--- config.mk ---
export PLATFORM = sky130hd
export DESIGN_NAME = eag_decoder
export DESIGN_NICKNAME = d
export VERILOG_FILES = /design/src/eag_pkg.sv /design/src/eag_decoder.sv /design/src/eag_index_calc.sv
export SDC_FILE = /design/constraint.sdc
export NUM_CORES = 1
export LEC_CHECK = 0
export BUFFER_PORTS_ARGS = -buffer_cell sky130_fd_sc_hd__buf_2
export CORE_MARGIN = 3
export CORE_UTILIZATION = 42
export CTS_CLUSTER_DIAMETER = 40
export DETAILED_ROUTE_END_ITERATION = 8
export PLACE_DENSITY = 0.66
export SLEW_MARGIN = 0
export SYNTH_ARGS = -nofsm -noshare
export SYNTH_HDL_FRONTEND = slang
export SYNTH_SLANG_ARGS = --single-unit
--- constraint.sdc ---
create_clock -name clk -period 6.9 [get_ports clk]
set_input_delay 0.345 -clock clk [delete_from_list [all_inputs] [get_ports clk]]
set_output_delay 0.345 -clock clk [all_outputs]
set_load 0.005 [all_outputs]
--- src/eag_pkg.sv ---
// Purpose: constants and helpers for the operand locator decoder
// Assumes: 16-bit instruction words, 32-bit addresses and registers
// Notes:   register index bit 3 set selects an address register
//
// Functional notes
// [RQ1] memory is big-endian: byte N is most significant, N plus three least
// [RQ2] word and long operands and instruction words sit on even addresses
// [RQ3] operand_locator_field splits into a 3-bit mode and a 3-bit register
// [RQ4] extension words following the operation word belong to the instruction
// [RQ5] operation and extension word fetches go to program space
// [RQ6] operand reads use data space, except immediate and pc-relative reads
// [RQ7] every operand write goes to data space
// [RQ8] trap and divide exceptions implicitly use supervisor stack and state word
// [RQ9] data register direct uses data_reg_n named by the register subfield
// [RQ10] address register direct uses addr_reg_n named by the register subfield
// [RQ11] register indirect address is the unmodified addr_reg_n contents
// [RQ12] postincrement adds 1, 2 or 4 after use; byte on stack adds 2
// [RQ13] predecrement subtracts 1, 2 or 4 before use; byte on stack subtracts 2
// [RQ14] displacement mode adds a sign-extended 16-bit displacement to addr_reg_n
// [RQ15] brief index: one word, base plus sign-extended low byte plus index
// [RQ16] extension bit 15 picks index register type, bits 14 to 12 its number
// [RQ17] extension bit 11 picks sign-extended word or full long index
// [RQ18] extension bits 10 to 9 scale the index by 1, 2, 4 or 8
// [RQ19] brief indexed accesses are data references except for jump instructions
// [RQ20] full index: base plus scaled index plus optional 16 or 32-bit base_offset
// [RQ21] mode all ones makes the register subfield a special-mode selector
// [RQ22] full format memory-indirect requests raise an illegal instruction
// [RQ23] unrecognised mode and register combinations are flagged illegal
package eag_pkg;
  localparam int EA_MODE_HI = 5;
  localparam int EA_MODE_LO = 3;
  localparam int EA_REG_HI  = 2;
  localparam int EA_REG_LO  = 0;

  localparam logic [2:0] MODE_DREG    = 3'h0;
  localparam logic [2:0] MODE_AREG    = 3'h1;
  localparam logic [2:0] MODE_IND     = 3'h2;
  localparam logic [2:0] MODE_POSTINC = 3'h3;
  localparam logic [2:0] MODE_PREDEC  = 3'h4;
  localparam logic [2:0] MODE_DISP    = 3'h5;
  localparam logic [2:0] MODE_INDEX   = 3'h6;
  localparam logic [2:0] MODE_SPECIAL = 3'h7;

  localparam logic [2:0] SUB_ABS_W   = 3'h0;
  localparam logic [2:0] SUB_ABS_L   = 3'h1;
  localparam logic [2:0] SUB_PC_DISP = 3'h2;
  localparam logic [2:0] SUB_PC_IDX  = 3'h3;
  localparam logic [2:0] SUB_IMM     = 3'h4;

  localparam int EXT_DA_BIT   = 15;
  localparam int EXT_IDX_HI   = 14;
  localparam int EXT_IDX_LO   = 12;
  localparam int EXT_WL_BIT   = 11;
  localparam int EXT_SCL_HI   = 10;
  localparam int EXT_SCL_LO   = 9;
  localparam int EXT_FULL_BIT = 8;
  localparam int EXT_BS_BIT   = 7;
  localparam int EXT_IS_BIT   = 6;
  localparam int EXT_BDSZ_HI  = 5;
  localparam int EXT_BDSZ_LO  = 4;
  localparam int EXT_IIS_HI   = 2;
  localparam int EXT_IIS_LO   = 0;

  localparam logic [1:0] BDSZ_RSVD = 2'h0;
  localparam logic [1:0] BDSZ_NULL = 2'h1;
  localparam logic [1:0] BDSZ_WORD = 2'h2;
  localparam logic [1:0] BDSZ_LONG = 2'h3;
  localparam logic [2:0] IIS_NONE  = 3'h0;

  localparam logic [1:0] SIZE_BYTE = 2'h0;
  localparam logic [1:0] SIZE_WORD = 2'h1;
  localparam logic [1:0] SIZE_LONG = 2'h2;

  localparam logic [2:0] LOC_DREG     = 3'h0;
  localparam logic [2:0] LOC_AREG     = 3'h1;
  localparam logic [2:0] LOC_MEM      = 3'h2;
  localparam logic [2:0] LOC_IMM      = 3'h3;
  localparam logic [2:0] LOC_IMPLICIT = 3'h4;
  localparam logic [2:0] LOC_ILLEGAL  = 3'h5;

  localparam logic SPACE_DATA = 1'b0;
  localparam logic SPACE_PROG = 1'b1;

  localparam logic [2:0]  SP_NUM    = 3'h7;
  localparam logic [31:0] STEP_BYTE = 32'h0000_0001;
  localparam logic [31:0] STEP_WORD = 32'h0000_0002;
  localparam logic [31:0] STEP_LONG = 32'h0000_0004;

  localparam logic [3:0] LANES_ALL = 4'hf;
  localparam logic [3:0] LANES_HI  = 4'hc;
  localparam logic [3:0] LANES_LO  = 4'h3;
  localparam logic [3:0] LANE_MSB  = 4'h8;

  function automatic logic [31:0] eag_sext16(input logic [15:0] w);
    eag_sext16 = {{16{w[15]}}, w};
  endfunction

  function automatic logic [31:0] eag_sext8(input logic [7:0] b);
    eag_sext8 = {{24{b[7]}}, b};
  endfunction

  // byte through the stack pointer still moves by two to keep it even
  function automatic logic [31:0] eag_step(input logic [1:0] sz, input logic [2:0] rn);
    if (sz == SIZE_BYTE)
      eag_step = (rn == SP_NUM) ? STEP_WORD : STEP_BYTE;
    else if (sz == SIZE_WORD)
      eag_step = STEP_WORD;
    else
      eag_step = STEP_LONG;
  endfunction
endpackage

--- src/eag_decoder.sv ---
// Purpose: decode operand_locator_field into a register or memory location
// Assumes: register file read port answers in the same cycle
// Notes:   one request at a time; start is ignored while busy
`timescale 1ns/1ps
`default_nettype none
module eag_decoder
  import eag_pkg::*;
(
  input  wire logic        clk,
  input  wire logic        rst_n,
  input  wire logic        start,
  input  wire logic [5:0]  eaField,
  input  wire logic [1:0]  opSize,
  input  wire logic        isWrite,
  input  wire logic        isJump,
  input  wire logic        implicitExc,
  input  wire logic [31:0] pcExt,
  output logic             extReq,
  output logic             extSpace,
  input  wire logic        extValid,
  input  wire logic [15:0] extWord,
  output logic [3:0]       regRdIdx,
  input  wire logic [31:0] regRdData,
  output logic             regWrEn,
  output logic [3:0]       regWrIdx,
  output logic [31:0]      regWrData,
  output logic             busy,
  output logic             done,
  output logic [2:0]       locKind,
  output logic [3:0]       regNum,
  output logic [31:0]      opAddr,
  output logic             addrSpace,
  output logic             alignErr,
  output logic [3:0]       laneMask,
  output logic             supStack,
  output logic             useStateWord
);
  typedef enum logic [2:0] {
    ST_IDLE, ST_EXT, ST_BASE, ST_INDEX, ST_BD1, ST_BD2
  } eag_st_e;

  typedef struct packed {
    eag_st_e     st;
    logic [2:0]  mode;
    logic [2:0]  rn;
    logic [1:0]  size;
    logic        isWr;
    logic        isJmp;
    logic [31:0] pcx;
    logic [15:0] ext;
    logic [31:0] acc;
    logic [15:0] bdHi;
    logic        extReq;
    logic [3:0]  rdIdx;
    logic        wrEn;
    logic [3:0]  wrIdx;
    logic [31:0] wrData;
    logic        busy;
    logic        done;
    logic [2:0]  kind;
    logic [3:0]  regNum;
    logic [31:0] addr;
    logic        space;
    logic        alignErr;
    logic [3:0]  lanes;
    logic        supStack;
    logic        useSw;
  } eag_state_s;

  eag_state_s q;
  eag_state_s d;
  logic [31:0] scaledIdx;
  logic        fullFmt;
  logic        idxSup;

  assign fullFmt = q.ext[EXT_FULL_BIT];
  assign idxSup  = fullFmt & q.ext[EXT_IS_BIT];

  eag_index_calc u_idx (
    .extWord   (q.ext),
    .idxVal    (regRdData),
    .suppress  (idxSup),
    .scaledIdx (scaledIdx)
  );

  // closes a request: location, space and big-endian byte lanes
  function automatic eag_state_s fin(input eag_state_s s, input logic [31:0] a,
                                     input logic [2:0] k, input logic sp);
    eag_state_s r;
    r          = s;
    r.st       = ST_IDLE;
    r.extReq   = 1'b0;
    r.done     = 1'b1;
    r.kind     = k;
    r.addr     = a;
    r.space    = s.isWr ? SPACE_DATA : sp; // [RQ6] [RQ7]
    r.alignErr = (k == LOC_MEM) && (s.size != SIZE_BYTE) && a[0]; // [RQ2]
    if (s.size == SIZE_BYTE)
      r.lanes = LANE_MSB >> a[1:0]; // [RQ1]
    else if (s.size == SIZE_WORD)
      r.lanes = a[1] ? LANES_LO : LANES_HI; // [RQ1]
    else
      r.lanes = LANES_ALL;
    fin = r;
  endfunction

  function automatic eag_state_s bad(input eag_state_s s);
    bad = fin(s, '0, LOC_ILLEGAL, SPACE_DATA); // [RQ23]
  endfunction

  always_comb
  begin
    d      = q;
    d.done = 1'b0;
    d.wrEn = 1'b0;
    case (q.st)
      ST_IDLE:
        if (start)
        begin
          d.mode     = eaField[EA_MODE_HI:EA_MODE_LO]; // [RQ3]
          d.rn       = eaField[EA_REG_HI:EA_REG_LO]; // [RQ3]
          d.size     = opSize;
          d.isWr     = isWrite;
          d.isJmp    = isJump;
          d.pcx      = pcExt;
          d.acc      = '0;
          d.regNum   = {1'b0, eaField[EA_REG_HI:EA_REG_LO]};
          d.supStack = 1'b0;
          d.useSw    = 1'b0;
          if (implicitExc)
          begin
            d          = fin(d, '0, LOC_IMPLICIT, SPACE_DATA);
            d.regNum   = {1'b1, SP_NUM}; // [RQ8]
            d.supStack = 1'b1; // [RQ8]
            d.useSw    = 1'b1; // [RQ8]
          end
          else
          begin
            case (eaField[EA_MODE_HI:EA_MODE_LO])
              MODE_DREG:
                d = fin(d, '0, LOC_DREG, SPACE_DATA); // [RQ9]
              MODE_AREG:
              begin
                d        = fin(d, '0, LOC_AREG, SPACE_DATA); // [RQ10]
                d.regNum = {1'b1, eaField[EA_REG_HI:EA_REG_LO]}; // [RQ10]
                if (opSize == SIZE_BYTE)
                  d = bad(d);
              end
              MODE_IND, MODE_POSTINC, MODE_PREDEC:
              begin
                d.st    = ST_BASE;
                d.rdIdx = {1'b1, eaField[EA_REG_HI:EA_REG_LO]};
              end
              MODE_DISP, MODE_INDEX:
              begin
                d.st     = ST_EXT; // [RQ4]
                d.extReq = 1'b1;
              end
              default:
                case (eaField[EA_REG_HI:EA_REG_LO]) // [RQ21]
                  SUB_ABS_W, SUB_ABS_L:
                  begin
                    d.st     = ST_EXT;
                    d.extReq = 1'b1;
                  end
                  SUB_PC_DISP, SUB_PC_IDX:
                    if (isWrite)
                      d = bad(d); // pc-relative is read only
                    else
                    begin
                      d.st     = ST_EXT;
                      d.extReq = 1'b1;
                    end
                  SUB_IMM:
                    if (isWrite)
                      d = bad(d);
                    else
                      d = fin(d, pcExt, LOC_IMM, SPACE_PROG); // [RQ6]
                  default:
                    d = bad(d); // [RQ23]
                endcase
            endcase
          end
        end
      ST_EXT:
        if (extValid)
        begin
          d.ext    = extWord; // [RQ4]
          d.extReq = 1'b0;
          case (q.mode)
            MODE_DISP:
            begin
              d.st    = ST_BASE;
              d.rdIdx = {1'b1, q.rn};
            end
            MODE_INDEX:
              if (extWord[EXT_FULL_BIT] &&
                  (extWord[EXT_IIS_HI:EXT_IIS_LO] != IIS_NONE)) // [RQ22]
                d = bad(d);
              else if (extWord[EXT_FULL_BIT] &&
                       (extWord[EXT_BDSZ_HI:EXT_BDSZ_LO] == BDSZ_RSVD))
                d = bad(d);
              else
              begin
                d.st    = ST_BASE;
                d.rdIdx = {1'b1, q.rn};
              end
            default:
              case (q.rn)
                SUB_ABS_W:
                  d = fin(d, eag_sext16(extWord), LOC_MEM, SPACE_DATA);
                SUB_ABS_L:
                begin
                  d.bdHi   = extWord;
                  d.st     = ST_BD2;
                  d.extReq = 1'b1;
                end
                SUB_PC_DISP:
                  d = fin(d, q.pcx + eag_sext16(extWord), LOC_MEM, SPACE_PROG); // [RQ6]
                default:
                begin
                  // pc base ignores base suppress; index and brief/full handling as for address base
                  d.acc   = q.pcx;
                  d.st    = ST_INDEX;
                  d.rdIdx = {extWord[EXT_DA_BIT], extWord[EXT_IDX_HI:EXT_IDX_LO]}; // [RQ16]
                  if (extWord[EXT_FULL_BIT] &&
                      ((extWord[EXT_IIS_HI:EXT_IIS_LO] != IIS_NONE) ||
                       (extWord[EXT_BDSZ_HI:EXT_BDSZ_LO] == BDSZ_RSVD))) // [RQ22]
                    d = bad(d);
                end
              endcase
          endcase
        end
      ST_BASE:
        case (q.mode)
          MODE_IND:
            d = fin(d, regRdData, LOC_MEM, SPACE_DATA); // [RQ11]
          MODE_POSTINC:
          begin
            d        = fin(d, regRdData, LOC_MEM, SPACE_DATA);
            d.wrEn   = 1'b1;
            d.wrIdx  = q.rdIdx;
            d.wrData = regRdData + eag_step(q.size, q.rn); // [RQ12]
          end
          MODE_PREDEC:
          begin
            d        = fin(d, regRdData - eag_step(q.size, q.rn), LOC_MEM, SPACE_DATA); // [RQ13]
            d.wrEn   = 1'b1;
            d.wrIdx  = q.rdIdx;
            d.wrData = regRdData - eag_step(q.size, q.rn); // [RQ13]
          end
          MODE_DISP:
            d = fin(d, regRdData + eag_sext16(q.ext), LOC_MEM, SPACE_DATA); // [RQ14]
          default:
          begin
            // base suppress drops the address register from the sum
            d.acc   = (fullFmt && q.ext[EXT_BS_BIT]) ? '0 : regRdData; // [RQ20]
            d.st    = ST_INDEX;
            d.rdIdx = {q.ext[EXT_DA_BIT], q.ext[EXT_IDX_HI:EXT_IDX_LO]}; // [RQ16]
          end
        endcase
      ST_INDEX:
        if (!fullFmt)
          d = fin(d, q.acc + eag_sext8(q.ext[7:0]) + scaledIdx, LOC_MEM,
                  (q.isJmp || q.mode == MODE_SPECIAL) ? SPACE_PROG : SPACE_DATA); // [RQ15] [RQ19]
        else
        begin
          d.acc = q.acc + scaledIdx; // [RQ20]
          if (q.ext[EXT_BDSZ_HI:EXT_BDSZ_LO] == BDSZ_NULL)
            d = fin(d, q.acc + scaledIdx, LOC_MEM,
                    (q.mode == MODE_SPECIAL) ? SPACE_PROG : SPACE_DATA);
          else
          begin
            d.st     = ST_BD1; // [RQ4]
            d.extReq = 1'b1;
          end
        end
      ST_BD1:
        if (extValid)
        begin
          if (q.ext[EXT_BDSZ_HI:EXT_BDSZ_LO] == BDSZ_LONG)
          begin
            d.bdHi = extWord;
            d.st   = ST_BD2;
          end
          else
            d = fin(d, q.acc + eag_sext16(extWord), LOC_MEM,
                    (q.mode == MODE_SPECIAL) ? SPACE_PROG : SPACE_DATA); // [RQ20]
        end
      ST_BD2:
        if (extValid)
          d = fin(d, q.acc + {q.bdHi, extWord}, LOC_MEM,
                  (q.mode == MODE_SPECIAL && q.rn == SUB_PC_IDX) ? SPACE_PROG
                                                                 : SPACE_DATA); // [RQ20]
      default:
        d.st = ST_IDLE;
    endcase
    d.busy = (d.st != ST_IDLE);
  end

  always_ff @(posedge clk or negedge rst_n)
  begin
    if (!rst_n)
      q <= '{st: ST_IDLE, lanes: LANES_ALL, default: '0};
    else
      q <= d;
  end

  assign extReq       = q.extReq;
  assign extSpace     = SPACE_PROG; // [RQ5]
  assign regRdIdx     = q.rdIdx;
  assign regWrEn      = q.wrEn;
  assign regWrIdx     = q.wrIdx;
  assign regWrData    = q.wrData;
  assign busy         = q.busy;
  assign done         = q.done;
  assign locKind      = q.kind;
  assign regNum       = q.regNum;
  assign opAddr       = q.addr;
  assign addrSpace    = q.space;
  assign alignErr     = q.alignErr;
  assign laneMask     = q.lanes;
  assign supStack     = q.supStack;
  assign useStateWord = q.useSw;

  // helper: base value seen in the base read cycle
  logic [31:0] baseSeen;
  always_ff @(posedge clk or negedge rst_n)
  begin
    if (!rst_n)
      baseSeen <= '0;
    else if (q.st == ST_BASE)
      baseSeen <= regRdData;
  end

  property p_write_data;
    @(posedge clk) disable iff (!rst_n)
      done && q.isWr && locKind == LOC_MEM |-> addrSpace == SPACE_DATA;
  endproperty
  a_write_data: assert property (p_write_data) // [RQ7]
    else $error("operand write not in data space");

  property p_fetch_done;
    @(posedge clk) disable iff (!rst_n)
      start && !busy |=> busy || done;
  endproperty
  a_fetch_done: assert property (p_fetch_done) // [RQ4]
    else $error("request not taken");

  // word fetches may stall at the partner, so only local steps are bounded
  property p_progress;
    @(posedge clk) disable iff (!rst_n)
      busy && !extReq |=> ##[0:1] (done || extReq);
  endproperty
  a_progress: assert property (p_progress) // [RQ4]
    else $error("request stuck without a word fetch");

  property p_dreg;
    @(posedge clk) disable iff (!rst_n)
      start && !busy && !implicitExc && eaField[5:3] == MODE_DREG
        |=> done && locKind == LOC_DREG && regNum == {1'b0, $past(eaField[2:0])};
  endproperty
  a_dreg: assert property (p_dreg) // [RQ9]
    else $error("data register direct wrong");

  property p_areg;
    @(posedge clk) disable iff (!rst_n)
      start && !busy && !implicitExc && eaField[5:3] == MODE_AREG && opSize != SIZE_BYTE
        |=> done && locKind == LOC_AREG && regNum == {1'b1, $past(eaField[2:0])};
  endproperty
  a_areg: assert property (p_areg) // [RQ10]
    else $error("address register direct wrong");

  property p_indirect;
    @(posedge clk) disable iff (!rst_n)
      start && !busy && !implicitExc && eaField[5:3] == MODE_IND
        |=> ##1 done && opAddr == baseSeen && regRdIdx == {1'b1, q.rn};
  endproperty
  a_indirect: assert property (p_indirect) // [RQ11]
    else $error("indirect address not register contents");

  property p_postinc;
    @(posedge clk) disable iff (!rst_n)
      done && regWrEn && q.mode == MODE_POSTINC
        |-> regWrData - opAddr == eag_step(q.size, q.rn) && opAddr == baseSeen;
  endproperty
  a_postinc: assert property (p_postinc) // [RQ12]
    else $error("postincrement step wrong");

  property p_predec;
    @(posedge clk) disable iff (!rst_n)
      done && regWrEn && q.mode == MODE_PREDEC
        |-> baseSeen - opAddr == eag_step(q.size, q.rn) && regWrData == opAddr;
  endproperty
  a_predec: assert property (p_predec) // [RQ13]
    else $error("predecrement step wrong");

  property p_disp;
    @(posedge clk) disable iff (!rst_n)
      done && q.mode == MODE_DISP && locKind == LOC_MEM
        |-> opAddr == baseSeen + eag_sext16(q.ext);
  endproperty
  a_disp: assert property (p_disp) // [RQ14]
    else $error("displacement sum wrong");

  property p_align;
    @(posedge clk) disable iff (!rst_n)
      done && locKind == LOC_MEM |-> alignErr == (opAddr[0] && q.size != SIZE_BYTE);
  endproperty
  a_align: assert property (p_align) // [RQ2]
    else $error("alignment flag wrong");

  property p_indirect_illegal;
    @(posedge clk) disable iff (!rst_n)
      q.st == ST_EXT && extValid && q.mode == MODE_INDEX && extWord[EXT_FULL_BIT]
        && extWord[EXT_IIS_HI:EXT_IIS_LO] != IIS_NONE |=> done && locKind == LOC_ILLEGAL;
  endproperty
  a_indirect_illegal: assert property (p_indirect_illegal) // [RQ22]
    else $error("memory indirect not refused");
endmodule
`default_nettype wire

--- src/eag_index_calc.sv ---
// Purpose: sized and scaled index operand from an extension word
// Assumes: idxVal is the register named by the extension word
// Notes:   purely combinational, one adder-free path
`timescale 1ns/1ps
`default_nettype none
module eag_index_calc
  import eag_pkg::*;
(
  input  wire logic [15:0] extWord,
  input  wire logic [31:0] idxVal,
  input  wire logic        suppress,
  output var  logic [31:0] scaledIdx
);
  logic [31:0] sized;

  always_comb
  begin
    sized = extWord[EXT_WL_BIT] ? idxVal : eag_sext16(idxVal[15:0]); // [RQ17]
    case (extWord[EXT_SCL_HI:EXT_SCL_LO]) // [RQ18]
      2'h0:    scaledIdx = sized;
      2'h1:    scaledIdx = {sized[30:0], 1'b0};
      2'h2:    scaledIdx = {sized[29:0], 2'h0};
      default: scaledIdx = {sized[28:0], 3'h0};
    endcase
    if (suppress)
      scaledIdx = '0;
  end
endmodule
`default_nettype wire

### After elaboration in Yosys (flattened, before gate mapping)

Cells that the tools add are included.
W data, S select, Z words.

| storage, ports and cells | value |
|---|---|
| output and inout bits | 92 |
| input port bits | 95 |
| word-level logic and storage cells | 267 |
| flip-flop bits (word level) | 200 |

| cells by class | value |
|---|---|
| $add $sub $neg | 9 |
| bitwise gates (word level) | 9 |
| multiplexer cells | 98 |
| equality and inequality tests | 63 |
| shifts and indexed selects | 10 |
| reductions and logical operators | 52 |

Operators with widths:

| operator | count |
|---|---|
| $mux W200 | 6 |
| $pmux W197 S6 | 1 |
| $pmux W90 S3 | 2 |
| $mux W199 | 2 |
| $pmux W86 S4 | 1 |
| $pmux W86 S3 | 1 |
| $add A32 B32 Y32 | 8 |
| $mux W32 | 8 |
| $pmux W107 S2 | 1 |
| $pmux W98 S2 | 1 |
| $mux W189 | 1 |
| $pmux W86 S2 | 1 |
| $mux W48 | 3 |
| $mux W4 | 33 |
| $mux W98 | 1 |
| $pmux W32 S3 | 1 |
| $mux W91 | 1 |
| $mux W90 | 1 |
| $mux W47 | 1 |
| $shr A4 B2 Y4 const A | 10 |
| $pmux W17 S2 | 1 |
| $eq A3 B3 Y1 const B | 11 |
| $ne A2 B2 Y1 const B | 16 |
| $sub A32 B32 Y32 | 1 |
| other kinds (47) | 128 |

### Depth between registers and ports, before layout

Gate-level depths: netlist of run 1.

| depth | value |
|---|---|
| depth after elaboration | 11 |
| mapped depth | 18 |
| gate-level depth less buffers | 16 |

### By module

From an unflattened synthesis of run 1, not the netlist that was laid out.

| second synthesis, totals | value |
|---|---|
| cells, all modules | 3080 |
| area total of the unflattened synthesis | 23560.1 µm² |

Modules (own cells, without submodules):

| module | seq. area each (µm²) | area each (µm²) | instances | cells each |
|---|---|---|---|---|
| eag_decoder | 4984.8 | 22444.0 | 1 | 2935 |
| eag_index_calc | 0.0 | 1116.1 | 1 | 145 |

### Worst setup path before layout of run 1

OpenSTA, ideal clock, no wires.

| timing path | value |
|---|---|
| kind | register -> register |
| start point | reg q[149] (netlist bit) |
| end point | reg q, in the netlist opAddr[31] |
| library setup time | 0.139 ns |
| arrival time | 4.638 ns |
| setup slack | 2.123 ns |
| required time | 6.761 ns |
| cell stages (with the launch flop) | 17 |
| path buffers | 3 |
| clock period less this slack | 4.777 ns |
| cells stage by stage | dfrtp_1 -> clkbuf_1 -> clkbuf_1 -> clkbuf_1 -> a211oi_1 -> a211oi_1 -> fa_1 -> ha_1 -> nor2b_1 -> o31a_1 -> o2111ai_1 -> a211oi_2 -> o21ai_0 -> o211ai_1 -> a221o_1 -> mux2i_1 -> or4_1 |

| between the ends | value |
|---|---|
| word-level cells in the longest chain between the ends | 7 |
| elaborated cells between the ends (all ways) | 12 |
| classes of those cells | 3 x add/sub; 2 x eq/ne; 6 x mux; 1 x reduce/logical |

RTL lines:

| element | RTL line | text |
|---|---|---|
| start: declaration | eag_decoder.sv:70 | `eag_state_s q;` |
| start signal: assignment | eag_decoder.sv:304 | `q <= '{st: ST_IDLE, lanes: LANES_ALL, default: '0};` |
| start signal: assignment | eag_decoder.sv:306 | `q <= d;` |
| $eq A2 B2 Y1 (tied with other cells) | eag_index_calc.sv:19 | `case (extWord[EXT_SCL_HI:EXT_SCL_LO])` |
| $pmux W32 S3 | eag_index_calc.sv:19 |  |
| $mux W32 | eag_index_calc.sv:25 | `if (suppress)` |
| $add A32 B32 Y32 | eag_decoder.sv:270 | `d = fin(d, q.acc + scaledIdx, LOC_MEM,` |
| $mux W48 | eag_decoder.sv:269 | `if (q.ext[EXT_BDSZ_HI:EXT_BDSZ_LO] == BDSZ_NULL)` |
| $mux W200 | eag_decoder.sv:263 | `if (!fullFmt)` |
| $pmux W197 S6 * | eag_decoder.sv:116 | `case (q.st)` |

Mark *: on every way between the ends. The rest lies on a longest branch, timed or not. The select of a mux whose other input is x is not followed.
A chain may end at the register's enable or synchronous reset.

### Final worst setup path of run 1

| timing path | value |
|---|---|
| start point | reg q[148] (netlist bit) |
| end point | reg q, in the netlist opAddr[31] |

Same word-level chain as after synthesis.

==> results by group, run 1 <==
STA
  • Clock skew: 0.01829 ns
  • Max-slew headroom: 26.20%
  • Post-layout min period: 5.187 ns
  • Fmax: 192.8 MHz
  • Hold_ws: 0.02325 ns
  • Worst Max-Slew Pin Slew: 1.107 ns
  • Setup violators final: 0
  • Slew Limit Fails: 0
  • Tcrit/Tclk final: 75.18%
  • Hold Vio Cnt, Final: 0
  • Unrepaired setup endpoints after global routing: no
  • Setup TNS: 0 ns

Worst setup path
  • Crit path DAT: 5.58 ns
  • R2R depth: 16
  • Capturing point of the worst reg2reg path: opAddr[31]
  • RR Startpoint: q[148]
  • CP Capture Type: flip-flop
  • Critical Path Fanout Max: 42
  • Worst Setup SP: q[148]
  • Nature of the critical path startpoint: flip-flop
  • Setup CP Type: flip-flop to flip-flop
  • R2r setup slk: 1.71 ns
  • Data required, critical path: 7.29 ns
  • CP Capture Point: opAddr[31]

Clocking
  • Longest Clk Path Bufs: 2
  • CTS root buffer: clkbuf_16
  • CTS Buf Count: 17
  • CTS H-tree lvls: 4
  • # Post-CTS Setup Buffers: 0
  • Worst-path clk slew: 0.09 ns
  • Clk sinks: 199
  • Clk Latency, worst-skew pair: 0.54 ns
  • CTS tree: built

Placement
  • Post-DP HPWL: 77,680 µm
  • Port buffer count: 185
  • Placer congestion estimate: 1.007

Synth
  • Synth Flop Type: dfrtp_1
  • Post-synth EDFFs: 0
  • Post-synth top area share: 20.24%
  • Dominant cells by area after synthesis: dfrtp_1 (20%), ha_1 (9.1%), nand2_1 (6.8%)
  • Commonest cells post-synth: nand2_1 (439), a21oi_1 (295), o21ai_0 (241)
  • Seq cells post-synth: 199
  • Top-count cell post-synth: nand2_1
  • Leading area contributor after synthesis: dfrtp_1
  • Async SR Flop Fraction: 100.0%
  • Cell Area, Synth: 0.02411 mm²
  • Syn nets: 3,432
  • Netlist cell types: 108
  • Synthesized instance count: 3,123
  • Seq/Total Area, Yosys: 20.68%
  • Syn Area/Cell: 7.719 µm²
  • Yosys Warn Count: 0

Finish
  • # fillers: 5,799
  • Final design utilization: 45.31%
  • Area grow syn2layout: 6.384%
  • Layout cells sized above 1: 11.81%
  • Register area: 0.004987 mm²
  • Multi-input gate area: 0.01756 mm²
  • Final nets: 3,413

Run
  • Max Cap Viol: 0

Die
  • Initial core utilization: 42.59%
  • Core Area: 0.05660 mm²
  • # IOs: 187
  • Die ar.: 0.06030 mm²
  • Die height: 245.6 µm
  • Die X: 245.6 µm
  • # rows: 87

Drt
  • DR WL/cell: 25.86 µm
  • DRC Markers: 0
  • Vias/cell: 6.462
  • Initial drt markers: 3,175
  • Final ANT Viol Nets: 0
  • First drt pass iteration count: 6
  • Post-Route WL: 100,200 µm
  • Via Count: 25,040

Power and ir drop
  • PD cells: 500.0 mW/mm²
  • Sw power: 7.105 mW
  • P_leak: 11.60 nW
  • Flop pwr share: 18.3%
  • Pint: 5.718 mW
  • Clock network fraction of design power: 8.6%
  • VDD IR max: 0.3129 mV
  • Net Sw Frac: 55.41%
  • Comb pwr share: 73.1%
  • Total power: 12.82 mW

Worst hold path
  • Hold Crit Class: primary input to flip-flop

Global routing
  • Grt total ovfl: 0
  • Vias in the first global route: 23,043
  • GRT Util Overall: 32.66%
  • First-pass GRT wire length: 148,000 µm
  • Pin count of the biggest net entering global routing: 107
  • Initial antenna violation count: 3

Run status
  • Status: completed
## power groups by stage
stage               sequential (mW)  clock, mW  combinational (mW)
global route                   2.39       1.15                10.2
detailed placement             2.33          0                9.06
floorplan                      1.95          0                6.97
CTS                            2.32       1.11                9.13
finish                         2.35       1.10                9.37
global placement               2.33          0                9.11
## critical path, cell delays in order (launching register included)
cell and delay [ns]:
dfrtp_2 1.10, mux2i_1 0.26, or3_1 0.16, inv_1 0.08
fa_1 0.48, ha_1 0.18, inv_1 0.07, fa_1 0.42
nor2b_1 0.20, o31a_1 0.21, o2111ai_1 0.16, a211oi_2 0.39
o21ai_0 0.17, o211ai_1 0.29, a221o_1 0.26, mux2i_1 0.07
or4_1 0.53
## cells in the final DEF, fill, tap and decap left out, types with 19 or more instances in the layout
master and instances:
a221oi_1 23, buf_4 45, o31ai_1 19, a222oi_1 36
o221ai_1 28, a31oi_1 25, o21a_1 22, fa_1 38
and3_1 35, o22ai_1 26, nor2b_1 48, buf_2 184
o211ai_1 37, mux2_2 23, nand3_1 69, nand4_1 33
o21bai_1 21, o21ai_0 240, nor3_1 61, xnor2_1 108
a21oi_1 294, a211oi_1 25, inv_1 66, ha_1 176
a21o_1 87, nand2b_1 30, xor2_1 56, nand2_1 439
mux2i_1 51, nor2_1 206, dfrtp_1 193
## registers in the layout, summed over array words and instances, names as in the netlist, 3 cells and up
| register | cells |
|---|---|
| regRdIdx | 4 |
| regNum | 4 |
| q | 108 |
| regWrIdx | 4 |
| laneMask | 4 |
| locKind | 3 |
| regWrData | 32 |
| opAddr | 32 |
## worst min-delay path by stage
stage,cells after the start,startpoint,to
2_1_floorplan,0,rst_n,addrSpace
6_report,3,pcExt[12],q[167]
4_1_cts,3,pcExt[12],q[167]
3_3_place_gp,2,regWrIdx[2],regWrIdx[2]
5_1_grt,3,pcExt[2],q[157]
3_5_place_dp,2,regWrData[14],regWrData[14]
## cell type report
class / count / share of cell area [%]
Timing Repair Buffer: 232 / 5.045
Clock inverter: 13 / 0.6343
Sequential cell: 199 / 19.45
Multi-Input combinational cell: 2585 / 68.47
Tap cell: 756 / 3.689
Inverter: 69 / 1.010
Clock buffer: 19 / 1.688
Antenna cell: 2 / 0.01952
## per-layer routing
metal,up-vias,wire [µm],GRT usage (%),share of wire (%)
met3,201,12050,9.028,12
met4,2,4255,13.42,4.2
li1,11462,-,-,-
met2,1385,42170,48.39,42
met5,-,13,0,0.013
met1,11990,41730,44.67,42
## repair_timing
item	in CTS	in global routing
resized for setup	0	0
endpoints found under the hold margin	101	0
hold buffers	2	0
## through the flow
| step | cells | cell area, µm² | worst slack [ns] |
|---|---|---|---|
| 6_report | 3875 | 25640 | 1.713 |
| 5_1_grt | 3874 | 25640 | 1.434 |
| 4_1_cts | 3873 | 25640 | 1.790 |
| 3_5_place_dp | 3839 | 25020 | 1.836 |
| 3_3_place_gp | 3839 | 25020 | 1.842 |
| 2_1_floorplan | 3123 | 24110 | 2.123 |
## cells by family after synthesis
logic type               Yosys count  share of synthesized area [%]
flip-flops                       199                          20.68
AO/OA/AOI/OAI                   1071                          29.51
buffers and inverters            339                          6.711
multiplexers                      87                          4.407
XOR/XNOR                         164                          5.959
other                              1                        0.01556
AND/OR/NAND/NOR                 1048                          20.43
adder cells (fa/ha/maj)          214                          12.29
(Power assumes the default switching activity.)
==> run 2, diff against run 1 <==
--- a/config.mk
+++ b/config.mk
@@ -10,7 +10,7 @@
 export CORE_UTILIZATION = 42
 export CTS_CLUSTER_DIAMETER = 40
 export DETAILED_ROUTE_END_ITERATION = 8
-export PLACE_DENSITY = 0.66
+export PLACE_DENSITY = 0.68
 export SLEW_MARGIN = 0
 export SYNTH_ARGS = -nofsm -noshare
 export SYNTH_HDL_FRONTEND = slang
==> constraint.sdc (replaced) <==
create_clock -name clk -period 4.5 [get_ports clk]
set_input_delay 0.225 -clock clk [delete_from_list [all_inputs] [get_ports clk]]
set_output_delay 0.225 -clock clk [all_outputs]
set_load 0.005 [all_outputs]
==> run 2 against run 1 <==
  * Final area up 5.1%
  * Register-to-register slack lost 1.6 ns
  * Sequential power increased by 44%
  * Global-route usage rose by 0.51 points
==> results by group, run 2 (synthesized netlist as in run 1, its figures left out) <==
STA
  • Slew Limit Fails: 0 (unchanged)
  • Worst Max-Slew Pin Slew: 1.187 ns (+0.08027 ns)
  • Setup violators final: 0 (unchanged)
  • Post-layout min period: 4.368 ns (-0.8193 ns)
  • Tcrit/Tclk final: 97.07% (+22 points)
  • Clock skew: 0.01328 ns (-0.005016 ns)
  • Setup TNS: 0 ns (unchanged)
  • Max-slew headroom: 20.56% (-5.6 points)
  • Hold Vio Cnt, Final: 0 (unchanged)
  • Fmax: 228.9 MHz (+19%)

Worst hold path
  • Hold path start: implicitExc
  • Hold Crit Class: primary input to flip-flop
  • Hold Path Sink: supStack
  • Worst Hold Depth: 3 (unchanged)

Die
  • Initial core utilization: 42.59% (unchanged)
  • Core Area: 0.05660 mm² (unchanged)
  • Die height: 245.6 µm (unchanged)
  • Die X: 245.6 µm (unchanged)
  • # IOs: 187 (unchanged)
  • Die ar.: 0.06030 mm² (unchanged)
  • # rows: 87 (unchanged)

Worst setup path
  • CP max stage delay: 0.53 ns (-0.57 ns)
  • Slowest CP cell: or4_1
  • Setup CP Type: flip-flop to flip-flop
  • Critical Path Fanout Max: 24 (-43%)
  • Nature of the critical path startpoint: flip-flop
  • CP top delay family: compound AO/OA/AOI/OAI gates
  • Crit path DAT: 4.77 ns (-0.81 ns)
  • RR Startpoint: q[148]
  • CP Capture Type: flip-flop
  • Crit path cell chain: buf_4 > buf_8 > mux4_2 > nor2b_1 > ha_1 > a21o_1 > a22o_1 > o31a_1 > a21o_1 > nor4_4 > o31ai_4 > xnor2_1 > a22o_1 > or4_1
  • WP buf/inv: 2 (unchanged)
  • Data required, critical path: 4.90 ns (-2.39 ns)
  • R2r setup slk: 0.13 ns (-1.58 ns)
  • Capturing point of the worst reg2reg path: opAddr[31]
  • R2R depth: 14 (-2)

Placement
  • Post-place instance area: 0.02579 mm² (+3.1%)
  • Post-DP HPWL: 80,360 µm (+3.5%)
  • Port buffer count: 185 (unchanged)
  • Placer congestion estimate: 1.029 (+2.1%)
  • DP Cell Count: 3,940 (+2.6%)

Power and ir drop
  • PD cells: 760.6 mW/mm² (+52%)
  • Total power: 20.49 mW (+60%)
  • VDD IR max: 0.3722 mV (+19%)
  • P_leak: 12.32 nW (+6.2%)

Clocking
  • Worst-path clk slew: 0.09 ns (about the same)
  • CTS Buf Count: 17 (unchanged)
  • CTS H-tree lvls: 4 (unchanged)
  • Clk sinks: 199 (unchanged)
  • CTS tree: built
  • Longest Clk Path Bufs: 2 (unchanged)
  • CTS root buffer: clkbuf_16
  • Clk Latency, worst-skew pair: 0.53 ns (about the same)

Finish
  • Most frequent cells in the layout: nand2_1 (439), a21oi_1 (294), o21ai_0 (239)
  • Max reg flops: 108 (unchanged)
  • Most common cell after layout, fill and taps aside: nand2_1
  • Reg with most FFs: q
  • Final nets: 3,564 (+4.4%)
  • Post-layout instance area: 0.02694 mm² (+5.1%)
  • Multi-input gate area: 0.01760 mm² (+0.22%)
  • Layout cells sized above 1: 14.99% (+3.2 points)
  • Area grow syn2layout: 11.76%
  • # fillers: 5,653 (-2.5%)
  • Register area: 0.004989 mm² (about the same)
  • Cell Count, Final, Fillers Out: 4,027 (+3.9%)

Run
  • Max Cap Viol: 0 (unchanged)

Global routing
  • First-pass GRT wire length: 150,100 µm (+1.5%)
  • Pin count of the biggest net entering global routing: 121 (+13%)
  • Vias in the first global route: 23,481 (+1.9%)
  • GRT Util Overall: 33.17% (+0.51 points)
  • Grt total ovfl: 0 (unchanged)
  • Initial antenna violation count: 2 (-1)

Drt
  • First drt pass iteration count: 8 (+2)
  • DR WL/cell: 25.48 µm (-1.5%)
  • Via Count: 25,940 (+3.6%)
  • DRC Markers: 0 (unchanged)
  • Final ANT Viol Nets: 0 (unchanged)
  • Vias/cell: 6.442 (-0.32%)
  • Post-Route WL: 102,600 µm (+2.4%)
  • Initial drt markers: 3,334 (+5.0%)

Run status
  • Status: completed
## run 2: cell count changes in the layout (fill, tap and decap cells not counted), sizes merged
cell | before | now
buf | 230 | 342
bufinv | 1 | 0
clkbuf | 19 | 17
clkinv | 7 | 10
clkinvlp | 0 | 1
diode | 2 | 3
dlygate4sd3 | 2 | 41
inv | 74 | 73
## run 2: cell type report
class	count	area share, %
Multi-Input combinational cell	2585	65.32
Sequential cell	199	18.52
Timing Repair Buffer	383	9.493
Tap cell	756	3.511
Clock buffer	17	1.579
Inverter	69	0.9614
Clock inverter	15	0.5945
Antenna cell	3	0.02787
## run 2: routing by layer
layer	wire (µm)	track usage (%)
met5	0	0
met4	4584	13.29
met3	13220	10.17
met2	43180	49.42
met1	41620	44.67
## run 2: power breakdown
part / switching, mW / leakage [nW] / internal (mW)
Combinational: 9.38 / 9.49 / 6.10
Sequential: 0.868 / 2.55 / 2.51
Clock: 0.897 / 0.285 / 0.739
## run 2: how the worst max path moves through the flow
stage / start / end / slack (ns) / depth (start not counted)
floorplan: q[149] / opAddr[31] / 0.009 / 15
global placement: q[148] / opAddr[31] / 0.03 / 14
detailed placement: q[149] / opAddr[31] / -0.02 / 16
CTS: q[148] / opAddr[31] / 0.03 / 14
global route: q[149] / opAddr[31] / -0.009 / 16
finish: q[148] / opAddr[31] / 0.13 / 14
## run 2: worst min-delay path, stage by stage
cell,delay (ns)
buf_2,0.17
nand2_1,0.08
nand2_1,0.04
## run 2: timing repair
| item | CTS | global route |
|---|---|---|
| endpoints found under the hold margin | 158 | 0 |
| buffers inserted | 0 | 11 |
| pin swaps | 0 | 1 |
| endpoints found under the setup margin | 2 | 13 |
| hold buffers | 41 | 0 |
| resized for setup | 2 | 10 |
## run 2: stage by stage
| stage | hold slack, ns | worst slack, ns | utilization, % |
|---|---|---|---|
| final | 0.02051 | 0.1320 | 47.60 |
| after global routing | 0.007492 | -0.008906 | 47.58 |
| after CTS | 0.0004892 | 0.03005 | 47.33 |
| after detailed placement | 0.3976 | -0.02130 | 45.57 |
| after global placement | 0.4023 | 0.02912 | 45.57 |
| after floorplan | -0.07059 | 0.009198 | - |
